## src/core/pdi2c_map.vh

```
// constants for the three-port serial host interface block
// assumes a 50 mhz core clock and open-drain pads outside
`ifndef PDI2C_MAP_VH
`define PDI2C_MAP_VH
`define PDI2C_CLK_MHZ        50
// port b fixed addresses, connector one and two
`define PDI2C_B_ADDR_CONN1   7'h38
`define PDI2C_B_ADDR_CONN2   7'h3f
// port a address prefix, low three bits from strap code
`define PDI2C_A_ADDR_PREFIX  4'h4
// default port a strap codes
`define PDI2C_A_CODE_CONN1   3'h0
`define PDI2C_A_CODE_CONN2   3'h1
// master bit timing: standard mode 5 us half period, fast 1.25 us
`define PDI2C_STD_HALF_NS    5000
`define PDI2C_FAST_HALF_NS   1250
`define PDI2C_STD_HALF_CYC   ((`PDI2C_STD_HALF_NS*`PDI2C_CLK_MHZ)/1000)
`define PDI2C_FAST_HALF_CYC  ((`PDI2C_FAST_HALF_NS*`PDI2C_CLK_MHZ)/1000)
// master high time after released clock seen high, 4 us standard
`define PDI2C_STD_HIGH_NS    4000
`define PDI2C_STD_HIGH_CYC   ((`PDI2C_STD_HIGH_NS*`PDI2C_CLK_MHZ+999)/1000)
`define PDI2C_FAST_HIGH_NS   600
`define PDI2C_FAST_HIGH_CYC  ((`PDI2C_FAST_HIGH_NS*`PDI2C_CLK_MHZ+999)/1000)
`define PDI2C_EVT_W          8
`endif

```

## src/core/pdi2c_target.v

```verilog
// serial bus target engine: address match, sub-address, byte moves
// assumes scl and sda inputs already synchronised to clk_sys
`timescale 1ns/1ps
`include "pdi2c_map.vh"
module pdi2c_target
(
	// clock and reset
	input  wire       clk_sys,
	input  wire       reset,
	input  wire       clk_en,
	// enable and addresses
	input  wire       enable,
	input  wire [6:0] addr_conn1,
	input  wire [6:0] addr_conn2,
	// synchronised line levels
	input  wire       scl_in,
	input  wire       sda_in,
	// open-drain drive, high means pull low
	output reg        scl_oe,
	output reg        sda_oe,
	// core side
	output reg        conn_sel,
	output reg  [7:0] sub_addr,
	output reg        wr_strobe,
	output reg  [7:0] wr_data,
	output reg        rd_strobe,
	input  wire [7:0] rd_data,
	input  wire       core_busy
);
	localparam ST_IDLE = 3'h0;
	localparam ST_ADDR = 3'h1;
	localparam ST_ACK  = 3'h2;
	localparam ST_RX   = 3'h3;
	localparam ST_TX   = 3'h4;
	localparam ST_RACK = 3'h5;
	reg [2:0] state;
	reg [7:0] shift;
	reg [3:0] bit_cnt;
	reg       scl_d;
	reg       sda_d;
	reg       is_read;
	reg       sub_done;
	reg       stretch;
	wire scl_rise = scl_in & ~scl_d;
	wire scl_fall = ~scl_in & scl_d;
	wire start_c  = scl_in & scl_d & sda_d & ~sda_in;
	wire stop_c   = scl_in & scl_d & ~sda_d & sda_in;
	// byte engine; data sampled only on scl rise so high-phase edges
	// are left to start and stop detection
	always @(posedge clk_sys or posedge reset)
	begin
		if (reset)
		begin
			state <= ST_IDLE;
			shift <= 8'h00;
			bit_cnt <= 4'h0;
			scl_d <= 1'b1;
			sda_d <= 1'b1;
			is_read <= 1'b0;
			sub_done <= 1'b0;
			stretch <= 1'b0;
			scl_oe <= 1'b0;
			sda_oe <= 1'b0;
			conn_sel <= 1'b0;
			sub_addr <= 8'h00;
			wr_strobe <= 1'b0;
			wr_data <= 8'h00;
			rd_strobe <= 1'b0;
		end
		else if (clk_en)
		begin
			scl_d <= scl_in;
			sda_d <= sda_in;
			wr_strobe <= 1'b0;
			rd_strobe <= 1'b0;
			// hold clock low while the core is not ready
			if (stretch && !core_busy)
			begin
				stretch <= 1'b0;
				scl_oe <= 1'b0;
			end
			if (!enable || stop_c)
			begin
				state <= ST_IDLE;
				sda_oe <= 1'b0;
				scl_oe <= 1'b0;
				stretch <= 1'b0;
			end
			else if (start_c)
			begin
				state <= ST_ADDR;
				bit_cnt <= 4'h0;
				sda_oe <= 1'b0;
			end
			else
			begin
				case (state)
				ST_ADDR, ST_RX:
					if (scl_rise)
					begin
						shift <= {shift[6:0], sda_in};
						bit_cnt <= bit_cnt + 4'h1;
					end
					else if (scl_fall && bit_cnt == 4'h8)
					begin
						bit_cnt <= 4'h0;
						if (state == ST_ADDR)
						begin
							if (shift[7:1] == addr_conn1 ||
								shift[7:1] == addr_conn2)
							begin
								conn_sel <= (shift[7:1] == addr_conn2);
								is_read <= shift[0];
								sub_done <= 1'b0;
								sda_oe <= 1'b1;
								state <= ST_ACK;
							end
							else
								state <= ST_IDLE;
						end
						else
						begin
							if (!sub_done)
							begin
								sub_addr <= shift;
								sub_done <= 1'b1;
							end
							else
							begin
								wr_data <= shift;
								wr_strobe <= 1'b1;
							end
							sda_oe <= 1'b1;
							state <= ST_ACK;
						end
						// never hold a bus that addressed someone else
						if (core_busy && (state == ST_RX ||
							shift[7:1] == addr_conn1 ||
							shift[7:1] == addr_conn2))
						begin
							stretch <= 1'b1;
							scl_oe <= 1'b1;
						end
					end
				ST_ACK:
					if (scl_fall)
					begin
						if (is_read)
						begin
							shift <= rd_data;
							rd_strobe <= 1'b1;
							sda_oe <= ~rd_data[7];
							bit_cnt <= 4'h1;
							state <= ST_TX;
						end
						else
						begin
							sda_oe <= 1'b0;
							state <= ST_RX;
						end
					end
				ST_TX:
					if (scl_fall)
					begin
						if (bit_cnt == 4'h8)
						begin
							sda_oe <= 1'b0;
							state <= ST_RACK;
						end
						else
						begin
							sda_oe <= ~shift[7 - bit_cnt[2:0]];
							bit_cnt <= bit_cnt + 4'h1;
						end
					end
				ST_RACK:
					if (scl_rise)
					begin
						if (sda_in)
							state <= ST_IDLE;
						else
							state <= ST_ACK;
					end
				default:
					state <= ST_IDLE;
				endcase
			end
		end
	end
endmodule

```

## src/core/pdi2c_master.v

```verilog
// serial bus master engine: start, one byte, ack, stop
// assumes scl and sda inputs already synchronised to clk_sys
`timescale 1ns/1ps
`include "pdi2c_map.vh"
module pdi2c_master
(
	// clock and reset
	input  wire       clk_sys,
	input  wire       reset,
	input  wire       clk_en,
	// mode and request
	input  wire       fast_mode,
	input  wire       req,
	input  wire       req_start,
	input  wire       req_stop,
	input  wire [7:0] req_data,
	// synchronised line levels
	input  wire       scl_in,
	input  wire       sda_in,
	// open-drain drive
	output reg        scl_oe,
	output reg        sda_oe,
	// results
	output reg        busy,
	output reg        done,
	output reg        nack,
	output reg        bus_busy
);
	localparam ST_IDLE  = 3'h0;
	localparam ST_START = 3'h1;
	localparam ST_LOW   = 3'h2;
	localparam ST_HIGH  = 3'h3;
	localparam ST_STOP  = 3'h4;
	localparam ST_STOP2 = 3'h5;
	reg [2:0]  state;
	reg [8:0]  shift;
	reg [3:0]  bit_cnt;
	reg [11:0] timer;
	reg        scl_d;
	reg        sda_d;
	reg        do_stop;
	// timing counts trimmed to the timer width on purpose
	localparam [31:0] STD_HALF  = `PDI2C_STD_HALF_CYC;
	localparam [31:0] FAST_HALF = `PDI2C_FAST_HALF_CYC;
	localparam [31:0] STD_HIGH  = `PDI2C_STD_HIGH_CYC;
	localparam [31:0] FAST_HIGH = `PDI2C_FAST_HIGH_CYC;
	wire [11:0] half = fast_mode ? FAST_HALF[11:0] : STD_HALF[11:0];
	wire [11:0] high = fast_mode ? FAST_HIGH[11:0] : STD_HIGH[11:0];
	// bus activity tracking so a start is only issued on an idle bus
	always @(posedge clk_sys or posedge reset)
	begin
		if (reset)
		begin
			state <= ST_IDLE;
			shift <= 9'h000;
			bit_cnt <= 4'h0;
			timer <= 12'h000;
			scl_d <= 1'b1;
			sda_d <= 1'b1;
			do_stop <= 1'b0;
			scl_oe <= 1'b0;
			sda_oe <= 1'b0;
			busy <= 1'b0;
			done <= 1'b0;
			nack <= 1'b0;
			bus_busy <= 1'b0;
		end
		else if (clk_en)
		begin
			scl_d <= scl_in;
			sda_d <= sda_in;
			done <= 1'b0;
			if (scl_in && scl_d && sda_d && !sda_in)
				bus_busy <= 1'b1;
			else if (scl_in && scl_d && !sda_d && sda_in)
				bus_busy <= 1'b0;
			if (timer != 12'h000)
				timer <= timer - 12'h001;
			case (state)
			ST_IDLE:
				if (req && (!req_start || !bus_busy))
				begin
					busy <= 1'b1;
					shift <= {req_data, 1'b1};
					do_stop <= req_stop;
					bit_cnt <= 4'h0;
					timer <= half;
					if (req_start)
					begin
						sda_oe <= 1'b1;
						state <= ST_START;
					end
					else
						state <= ST_LOW;
				end
			ST_START:
				if (timer == 12'h000)
				begin
					scl_oe <= 1'b1;
					timer <= half;
					state <= ST_LOW;
				end
			ST_LOW:
				if (timer == 12'h000)
				begin
					scl_oe <= 1'b0;
					state <= ST_HIGH;
					timer <= high;
				end
				else
				begin
					scl_oe <= 1'b1;
					sda_oe <= ~shift[8];
				end
			ST_HIGH:
				if (!scl_in)
					timer <= high;
				else if (timer == 12'h000)
				begin
					if (bit_cnt == 4'h8)
						nack <= sda_in;
					shift <= {shift[7:0], 1'b1};
					scl_oe <= 1'b1;
					timer <= half;
					if (bit_cnt == 4'h8)
					begin
						if (do_stop)
						begin
							sda_oe <= 1'b1;
							state <= ST_STOP;
						end
						else
						begin
							busy <= 1'b0;
							done <= 1'b1;
							state <= ST_IDLE;
						end
					end
					else
					begin
						bit_cnt <= bit_cnt + 4'h1;
						state <= ST_LOW;
					end
				end
			ST_STOP:
				if (timer == 12'h000)
				begin
					scl_oe <= 1'b0;
					timer <= high;
					state <= ST_STOP2;
				end
			ST_STOP2:
				if (scl_in && timer == 12'h000)
				begin
					sda_oe <= 1'b0;
					busy <= 1'b0;
					done <= 1'b1;
					state <= ST_IDLE;
				end
			default:
				state <= ST_IDLE;
			endcase
		end
	end
endmodule

```

## src/core/pdi2c_ports.v

```verilog
// top of the three-port host interface: two targets, two masters, port a switching between roles
// assumes open-drain pads with pull-ups; enables high pull the line low
`timescale 1ns/1ps
`include "pdi2c_map.vh"
module pdi2c_ports
(
	// clock, reset, enable
	input  wire       clk_sys,
	input  wire       reset,
	input  wire       clk_en,
	// port a pins
	input  wire       port_a_serial_clock_in,
	output wire       port_a_serial_clock_out,
	output wire       port_a_serial_clock_oe,
	input  wire       port_a_serial_data_in,
	output wire       port_a_serial_data_out,
	output wire       port_a_serial_data_oe,
	output wire       port_a_interrupt_request_n,
	// port b pins
	input  wire       port_b_serial_clock_in,
	output wire       port_b_serial_clock_out,
	output wire       port_b_serial_clock_oe,
	input  wire       port_b_serial_data_in,
	output wire       port_b_serial_data_out,
	output wire       port_b_serial_data_oe,
	output wire       port_b_interrupt_request_n,
	// port c pins
	input  wire       port_c_serial_clock_in,
	output wire       port_c_serial_clock_out,
	output wire       port_c_serial_clock_oe,
	input  wire       port_c_serial_data_in,
	output wire       port_c_serial_data_out,
	output wire       port_c_serial_data_oe,
	output wire       port_c_interrupt_request_n,
	// configuration
	input  wire       port_a_master_mode,
	input  wire       fast_mode,
	input  wire [2:0] port_a_code_conn1,
	input  wire [2:0] port_a_code_conn2,
	// core events and interrupt masks
	input  wire [7:0] event_set,
	input  wire [7:0] event_clear_a,
	input  wire [7:0] event_clear_b,
	input  wire [7:0] irq_mask_a,
	input  wire [7:0] irq_mask_b,
	input  wire       port_c_irq_event,
	output reg  [7:0] pending_a,
	output reg  [7:0] pending_b,
	// target traffic to the core, port a then port b
	output wire [1:0] tgt_conn_sel,
	output wire [15:0] tgt_sub_addr,
	output wire [1:0] tgt_wr_strobe,
	output wire [15:0] tgt_wr_data,
	output wire [1:0] tgt_rd_strobe,
	input  wire [15:0] tgt_rd_data,
	input  wire [1:0] tgt_core_busy,
	// master requests, 0 is port c, 1 is port a in master mode
	input  wire [1:0] mst_req,
	input  wire [1:0] mst_req_start,
	input  wire [1:0] mst_req_stop,
	input  wire [15:0] mst_req_data,
	output wire [1:0] mst_busy,
	output wire [1:0] mst_done,
	output wire [1:0] mst_nack
);
	// two-flop synchronisers for all six line inputs
	reg  [5:0] sync1;
	reg  [5:0] sync2;
	wire [5:0] raw_in = {port_c_serial_data_in, port_c_serial_clock_in,
		port_b_serial_data_in, port_b_serial_clock_in,
		port_a_serial_data_in, port_a_serial_clock_in};
	always @(posedge clk_sys or posedge reset)
	begin
		if (reset)
		begin
			sync1 <= 6'h3f;
			sync2 <= 6'h3f;
		end
		else if (clk_en)
		begin
			sync1 <= raw_in;
			sync2 <= sync1;
		end
	end

	// port a role; mode input captured so it can change only while the port a master is not busy
	reg        a_master;
	wire [1:0] m_busy_w;
	always @(posedge clk_sys or posedge reset)
	begin
		if (reset)
			a_master <= 1'b0;
		else if (clk_en && !m_busy_w[1])
			a_master <= port_a_master_mode;
	end

	// addresses: port a from strap code, port b fixed
	wire [13:0] t_addr1 = {`PDI2C_B_ADDR_CONN1,
		`PDI2C_A_ADDR_PREFIX, port_a_code_conn1};
	wire [13:0] t_addr2 = {`PDI2C_B_ADDR_CONN2,
		`PDI2C_A_ADDR_PREFIX, port_a_code_conn2};
	wire [1:0] t_en = {1'b1, ~a_master};
	wire [1:0] t_scl_oe;
	wire [1:0] t_sda_oe;
	wire [1:0] m_scl_oe;
	wire [1:0] m_sda_oe;

	// identical target engines on ports a and b
	genvar gi;
	generate
		for (gi = 0; gi < 2; gi = gi + 1)
		begin : g_tgt
			pdi2c_target u_tgt
			(
				.clk_sys    (clk_sys),
				.reset      (reset),
				.clk_en     (clk_en),
				.enable     (t_en[gi]),
				.addr_conn1 (t_addr1[gi*7 +: 7]),
				.addr_conn2 (t_addr2[gi*7 +: 7]),
				.scl_in     (sync2[gi*2]),
				.sda_in     (sync2[gi*2+1]),
				.scl_oe     (t_scl_oe[gi]),
				.sda_oe     (t_sda_oe[gi]),
				.conn_sel   (tgt_conn_sel[gi]),
				.sub_addr   (tgt_sub_addr[gi*8 +: 8]),
				.wr_strobe  (tgt_wr_strobe[gi]),
				.wr_data    (tgt_wr_data[gi*8 +: 8]),
				.rd_strobe  (tgt_rd_strobe[gi]),
				.rd_data    (tgt_rd_data[gi*8 +: 8]),
				.core_busy  (tgt_core_busy[gi])
			);
		end
	endgenerate

	// master engines: index 0 on port c, index 1 on port a
	wire [1:0] m_scl_in = {sync2[0], sync2[4]};
	wire [1:0] m_sda_in = {sync2[1], sync2[5]};
	wire [1:0] m_req_ok = {mst_req[1] & a_master, mst_req[0]};
	generate
		for (gi = 0; gi < 2; gi = gi + 1)
		begin : g_mst
			pdi2c_master u_mst
			(
				.clk_sys   (clk_sys),
				.reset     (reset),
				.clk_en    (clk_en),
				.fast_mode (fast_mode),
				.req       (m_req_ok[gi]),
				.req_start (mst_req_start[gi]),
				.req_stop  (mst_req_stop[gi]),
				.req_data  (mst_req_data[gi*8 +: 8]),
				.scl_in    (m_scl_in[gi]),
				.sda_in    (m_sda_in[gi]),
				.scl_oe    (m_scl_oe[gi]),
				.sda_oe    (m_sda_oe[gi]),
				.busy      (m_busy_w[gi]),
				.done      (mst_done[gi]),
				.nack      (mst_nack[gi]),
				.bus_busy  ()
			);
		end
	endgenerate
	assign mst_busy = m_busy_w;

	// pad drive; port b has no master so it never starts a transfer
	assign port_a_serial_clock_oe = a_master ? m_scl_oe[1] : t_scl_oe[0];
	assign port_a_serial_data_oe  = a_master ? m_sda_oe[1] : t_sda_oe[0];
	assign port_b_serial_clock_oe = t_scl_oe[1];
	assign port_b_serial_data_oe  = t_sda_oe[1];
	assign port_c_serial_clock_oe = m_scl_oe[0];
	assign port_c_serial_data_oe  = m_sda_oe[0];
	assign port_a_serial_clock_out = 1'b0;
	assign port_a_serial_data_out  = 1'b0;
	assign port_b_serial_clock_out = 1'b0;
	assign port_b_serial_data_out  = 1'b0;
	assign port_c_serial_clock_out = 1'b0;
	assign port_c_serial_data_out  = 1'b0;

	// sticky event flags per target port; a new set beats a clear
	always @(posedge clk_sys or posedge reset)
	begin
		if (reset)
		begin
			pending_a <= 8'h00;
			pending_b <= 8'h00;
		end
		else if (clk_en)
		begin
			pending_a <= (pending_a & ~event_clear_a) | event_set;
			pending_b <= (pending_b & ~event_clear_b) | event_set;
		end
	end

	// interrupt outputs registered, open-drain style active low
	reg irq_a;
	reg irq_b;
	reg irq_c;
	always @(posedge clk_sys or posedge reset)
	begin
		if (reset)
		begin
			irq_a <= 1'b0;
			irq_b <= 1'b0;
			irq_c <= 1'b0;
		end
		else if (clk_en)
		begin
			irq_a <= |(pending_a & irq_mask_a);
			irq_b <= |(pending_b & irq_mask_b);
			irq_c <= port_c_irq_event;
		end
	end
	assign port_a_interrupt_request_n = ~irq_a;
	assign port_b_interrupt_request_n = ~irq_b;
	assign port_c_interrupt_request_n = ~irq_c;
endmodule

```

## config.mk

```make
export PLATFORM = sky130hd
export DESIGN_NAME = pdi2c_ports
export DESIGN_NICKNAME = d
export VERILOG_FILES = /design/src/core/pdi2c_target.v /design/src/core/pdi2c_master.v /design/src/core/pdi2c_ports.v
export VERILOG_INCLUDE_DIRS = /design/src /design/src/core
export SDC_FILE = /design/constraint.sdc
export NUM_CORES = 1
export LEC_CHECK = 0
export ABC_CLOCK_PERIOD_IN_PS = 5200
export BUFFER_PORTS_ARGS = -buffer_cell sky130_fd_sc_hd__clkbuf_2
export CAP_MARGIN = 10
export CELL_PAD_IN_SITES_DETAIL_PLACEMENT = 1
export CELL_PAD_IN_SITES_GLOBAL_PLACEMENT = 2
export CORE_ASPECT_RATIO = 1.75
export CORE_UTILIZATION = 32
export CTS_CLUSTER_SIZE = 25
export DETAILED_ROUTE_END_ITERATION = 8
export GPL_TIMING_DRIVEN = 0
export PLACE_DENSITY = 0.82
export SLEW_MARGIN = 20
export SYNTH_ARGS = -nofsm -noshare
export SYNTH_HDL_FRONTEND = slang
export SYNTH_SLANG_ARGS = --single-unit
```

## constraint.sdc

```tcl
create_clock -name clk_sys -period 5.2 [get_ports clk_sys]
set_clock_uncertainty 0.05 [all_clocks]
set_input_delay 0 -clock clk_sys [delete_from_list [all_inputs] [get_ports clk_sys]]
set_output_delay 0 -clock clk_sys [all_outputs]
set_load 0.1 [all_outputs]
```

## Yosys cells after proc, flatten, opt, wreduce, memory -nomap -nowiden

Index checks and enable logic that the tools add are counted.

- Output and inout port bits: 75
- Flip-flop bits (word level): 186
- Logic and storage cells: 555

- Bitwise gates (word level): 50
- Equal/unequal tests: 86
- $add $sub $neg: 8
- Muxes and demuxes: 244
- Order comparisons: 2
- Reduce and logical (&&, ||, !) cells: 103

Operators with widths:

| kind | count |
|---|---|
| $mux W1 | 128 |
| $mux W12 | 10 |
| $mux W3 | 36 |
| $pmux W12 S4 | 2 |
| $reduce_and A8 Y1 | 12 |
| $mux W4 | 22 |
| $lt A32 B4 Y1 const B | 2 |
| $mux W8 | 8 |
| $reduce_and A7 Y1 | 8 |
| $mux W9 | 6 |
| $ne A4 B1 Y1 const B | 12 |
| $ne A2 B1 Y1 const B | 22 |
| $pmux W3 S6 | 2 |
| $pmux W9 S2 | 2 |
| $and A8 B8 Y8 | 4 |
| $pmux W8 S2 | 2 |
| $not A1 Y1 | 27 |
| $eq A3 B2 Y1 const B | 8 |
| $eq A3 B3 Y1 const B | 8 |
| $logic_not A12 Y1 | 2 |
| $ne A2 B2 Y1 const B | 12 |
| $pmux W3 S4 | 2 |
| $pmux W4 S3 | 2 |
| $reduce_bool A12 Y1 | 2 |
| 36 further kinds | 152 |

## Depth between registers and ports, before layout

- Depth in word-level cells: 10
- Mapped depth: 12
- Gate-level depth less buffers: 11

## By module

From an unflattened synthesis, not the netlist that was laid out.

- Cell total of the unflattened synthesis: 1148
- Area, all modules: 11222.0 um^2

By module, submodules not included:

| module | area each (um^2) | cells an instance | instances | sequential area each (um^2) |
|---|---|---|---|---|
| pdi2c_target | 2391.0 | 236 | 2 | 1028.5 |
| pdi2c_master at g_mst[0].u_mst | 2533.7 | 287 | 1 | 928.4 |
| pdi2c_master at g_mst[1].u_mst | 2447.3 | 274 | 1 | 928.4 |
| pdi2c_ports | 1458.9 | 115 | 1 | 815.8 |

## Least setup slack after synthesis

OpenSTA, ideal clock, no wires.

- Kind: reg2reg
- Start: reg g_tgt[1].u_tgt.bit_cnt[0]
- End: reg g_tgt[1].u_tgt.sub_addr[0]
- Slack: 2865 ps
- Clock period less this slack: 2335 ps
- Cell stages (with the launch flop): 11
- Arrival time: 2160 ps
- Setup time: 125 ps
- Data required time: 5025 ps
- Path buffers: 2
- Path through: dfrtp_1 > clkbuf_1 > inv_1 > ha_1 > nand3b_1 > nor3b_1 > and3_1 > clkbuf_1 > nand2_1 > nor2_2 > mux2_2

- Word-level cells in the longest chain between the ends: 3

RTL lines:

| element | line | RTL |
|---|---|---|
| start: declaration | pdi2c_target.v:38 | `reg [3:0] bit_cnt;` |
| start signal: assignment | pdi2c_target.v:102 | `bit_cnt <= bit_cnt + 4'h1;` |
| start signal: assignment | pdi2c_target.v:173 | `bit_cnt <= bit_cnt + 4'h1;` |
| $eq A4 B4 Y1 | pdi2c_target.v:104 | `else if (scl_fall && bit_cnt == 4'h8)` |
| $logic_and A1 B1 Y1 | pdi2c_target.v:104 |  |
| $reduce_and A8 Y1 (no source line) | n/a |  |
| end signal: assignment | pdi2c_target.v:125 | `sub_addr <= shift;` |
| end: declaration | pdi2c_target.v:23 | `output reg [7:0] sub_addr,` |

No other way between the ends.
A chain may end at the register's enable or synchronous reset.

==> results by group <==
Synth
  • FF+latch count, synth: 186
  • Post-synthesis mux area share: 9.35%
  • Post-Syn Instances: about 1100
  • Synth Area in Adders: 1.67%
  • Synth Area in XOR/XNOR: between 1 and 1.5%
  • Compound-Gate Fraction of Synth Area: 20.0%
  • Avg Cell Area, Syn: 9.35 sq um
  • Yosys top cell by area: dfrtp_1
  • Simple-gate share of the synthesized area: 17.9%
  • Ys flop type: dfrtp_1
  • Synth top area cells: dfrtp_1, mux2_2, dfstp_2
  • YS warnings: 0
  • Synth async-reset ratio: 100%
  • Sequential area share after synthesis: 44.7%
  • Synth unique cells: 85
  • Synth top area share: approximately two fifths
  • Post-synth EDFFs: 0
  • Combinational family with the most area after synthesis: compound AO/OA/AOI/OAI gates
  • Synthesized area: roughly 10000 sq um

Detailed routing
  • Routed Antenna Nets: 0
  • Drt wl/cell: 19.5 um
  • DRT iter0 DRCs: 319
  • Met3 wire length: 933 um
  • Met2 routed WL: 19.6 mm
  • DR pass1 iterations: 7
  • Drt drc: 9
  • Vias/cell: 5.39
  • Top Metal Used: met4
  • Vias: 9705
  • Routed wire length: roughly 35 mm
  • M1 wire length: 13.1 mm

Floorplan
  • Site Rows: 87
  • Die Wd: 139 um
  • Vert. Die Dim: 241 um
  • Num ports: 173
  • Initial Utilization: 32.5%
  • Core area: roughly 32000 sq um
  • Total die area: between 30000 and 40000 sq um

Layout
  • Final cell count without fillers: about 1800
  • Share of layout cells above drive strength 1: a little under a quarter
  • Number of diodes: 0
  • Final Net Count: 1500
  • Area delta synth->final: 26.4%

Setup path
  • RR Startpoint: g_tgt[1].u_tgt.bit_cnt[0]$_DFFE_PP0P_
  • CP startpoint kind: input pin
  • Reg2reg end: g_tgt[1].u_tgt.sub_addr[0]$_DFFE_PP0P_
  • CP required: 5.49 ns
  • CP Class: in2reg
  • Worst-path fanout max: 10
  • Critical path arrival: 3.46 ns
  • R2R cell count: 10
  • Crit-path cells: dlygate4sd3_1 > clkbuf_2 > clkbuf_1 > clkbuf_1 > clkbuf_1 > nand2_1 > a22o_1 > dlygate4sd3_1
  • Crit path largest cell delay: 0.64 ns
  • Crit. Startpoint: clk_en
  • Critical path's most frequent cell: clkbuf_1
  • Worst path slowest cell: clkbuf_1
  • Crit path capture: pending_a[1]$_DFFE_PP0P_
  • Worst Setup End Kind: register
  • Reg2Reg Setup Slack: around 2.4 ns

Clocking
  • Clock-pin transition on the worst setup and hold timing paths: 0.07 ns
  • Total CTS buffers: 17
  • Bufs on Longest Clock Path: 2
  • Postcts setup bufs: 0
  • CTS tree: yes
  • Clock latency on the worst-skew pair: 0.46 ns
  • CTS sink count: 186
  • Root Buffer: clkbuf_16
  • H-tree depth: 4

Global routing
  • GRT Resource Usage Total: 21.5%
  • Global-route wire length before repair: 56.3 mm
  • Largest net degree at the start of global routing: 95
  • Global route total overflow: 0
  • Initial antenna violation count: 0
  • Vias in the first global route: around 11000

Power and ir drop
  • Pleak: 5.94 nW
  • Cell area power density: 457 nW/um^2
  • Clock power share: 22.5%
  • NetSw: 2.64 mW
  • Int Pwr: 3.40 mW
  • Sw Share: 43.7%
  • Comb pwr share: between 40% and 50%
  • Sequential share of power: 35.7%
  • VDD IR max: 0.259 mV

STA
  • Fmax: ~320 MHz
  • Rel. slew slack: 40.9%
  • Endpoints failing hold: 0
  • RSZ-0062 raised after global routing: no
  • Fin. max-slew vios: 0
  • Minimum clock period: 3.17 ns
  • Final WS setup: 2.03 ns
  • Final setup TNS: 0 ns
  • Fin crit share: between 60 and 70%
  • Final setup vio count: 0
  • Least-Margin Pin Slew: 0.879 ns

Outcome
  • Status: finished with violations
  • Failing checks: DRC

Place
  • Placer Congestion: about 0.84
  • HPWL after DPL: roughly 26 mm
  • DP Cell Count: around 1700
  • Port Buffer Count: 166
  • Dpl ws: roughly 2.4 ns

Worst hold path
  • HP Class: in2reg

Flow run
  • Total of max-cap violations: 0
## sequential cells by signal (all words and copies together) (netlist names), 6 cells and up
| signal | count |
|---|---|
| g_tgt.u_tgt.sub_addr | 16 |
| g_mst.u_mst.bit_cnt | 8 |
| g_tgt.u_tgt.bit_cnt | 8 |
| g_mst.u_mst.timer | 24 |
| pending_a | 8 |
| sync1 | 6 |
| g_tgt.u_tgt.shift | 16 |
| sync2 | 6 |
| pending_b | 8 |
| g_tgt.u_tgt.state | 6 |
| g_tgt.u_tgt.wr_data | 16 |
| g_mst.u_mst.shift | 18 |
| g_mst.u_mst.state | 6 |
## synthesized netlist by cell type (10+ instances only)
cell and number:
dfrtp_1 168, o31ai_1 10, buf_4 19, nor3_1 19, nor2b_1 18, mux2i_1 22
ha_1 14, nor2_1 100, clkbuf_1 47, nand2b_1 17, nand3_1 28, dfstp_2 18
inv_1 39, buf_2 12, a22o_1 23, nand2_1 124, a21o_1 12, a21oi_1 60
o21ai_0 74, mux2_2 59, o22ai_1 10, a31oi_1 31
## kinds of logic (layout without fill, tap and decap cells)
group | Yosys count | in the layout
simple gates | 384 | 384
buf+inv | 126 | 403
fa+ha+maj | 14 | 14
mux | 85 | 85
compound gates | 311 | 311
xor+xnor | 12 | 12
flops | 186 | 186
other cells | 1 | 6
## metrics by stage
step                hold WS, ns  power, mW  area [sq um]  util [%]
floorplan                0.0710       3.95         10500         -
global placement          0.164       4.57         11800      36.7
detailed placement        0.111       4.65         11800      36.8
CTS                      0.0595       6.09         13200      41.0
global route              0.129       6.45         13200      41.0
finish                   0.0692       6.04         13200      41.0
## worst max-delay path: cells and delay by family
family,cells,cell delay (ns)
AO/OA/AOI/OAI,1,0.23
AND/OR/NAND/NOR,1,0.13
buffers and inverters,6,3.09
## worst min path at each step
stage	startpoint	end	slack, ns	depth (start not counted)
2_1_floorplan	port_c_irq_event	irq_c$_DFFE_PP0P_	0.07	2
3_3_place_gp	port_c_irq_event	irq_c$_DFFE_PP0P_	0.16	3
3_5_place_dp	reset	g_tgt[0].u_tgt.wr_data[4]$_DFFE_PP0P_	0.11	2
4_1_cts	port_a_code_conn2[2]	g_tgt[0].u_tgt.conn_sel$_DFFE_PP0P_	0.06	4
5_1_grt	port_a_code_conn2[2]	g_tgt[0].u_tgt.conn_sel$_DFFE_PP0P_	0.13	4
6_report	port_a_code_conn2[2]	g_tgt[0].u_tgt.conn_sel$_DFFE_PP0P_	0.07	4
## cells in the final DEF (no fill, tap or decap), drive strengths merged, types with 8 or more instances in the layout
| master | Yosys | final |
|---|---|---|
| inv | 39 | 50 |
| o21ai | 76 | 76 |
| mux2i | 22 | 22 |
| nor3 | 22 | 22 |
| dfstp | 18 | 18 |
| a22o | 23 | 23 |
| o31ai | 11 | 11 |
| nand3 | 28 | 28 |
| nor2 | 101 | 101 |
| a21oi | 61 | 61 |
| clkbuf | 48 | 231 |
| dlygate4sd3 | 0 | 78 |
| nor4 | 8 | 8 |
| o211ai | 9 | 9 |
| a31oi | 32 | 32 |
| buf | 39 | 40 |
| nand3b | 9 | 9 |
| nand2 | 124 | 124 |
| a221oi | 8 | 8 |
| dfrtp | 168 | 168 |
| a21o | 12 | 12 |
| o22ai | 10 | 10 |
| or3 | 8 | 8 |
| ha | 14 | 14 |
| nand2b | 17 | 17 |
| nor2b | 18 | 18 |
| mux2 | 59 | 59 |
## power groups by stage
stage          clock, mW  sequential, mW  combinational [mW]
6_report            1.36            2.16                2.52
5_1_grt             1.45            2.21                2.79
4_1_cts             1.40            2.16                2.53
3_5_place_dp           0            2.19                2.46
3_3_place_gp           0            2.17                2.40
2_1_floorplan          0            2.24                1.71
## area by class of cell
type | instances | area, sq um
flip-flops and latches | 186 | 4680
clock buffers | 17 | 425
repair buffers | 245 | 1640
well taps | 400 | 500
plain buffers | 87 | 414
inverters | 39 | 154
fillers | 3787 | 19000
clock inverters | 15 | 170
multi-input cells | 812 | 5240
## routing by layer
layer	vias up	GRT usage, %
met3	80	2.80
met4	0	12.0
met1	4828	21.8
met2	209	42.4
met5	-	0
li1	4588	-
## repair_timing
item,in CTS,in global routing
gates resized for setup,0,0
endpoints found under the hold margin,153,0
hold buffers,78,0
(Power assumes the default switching activity.)
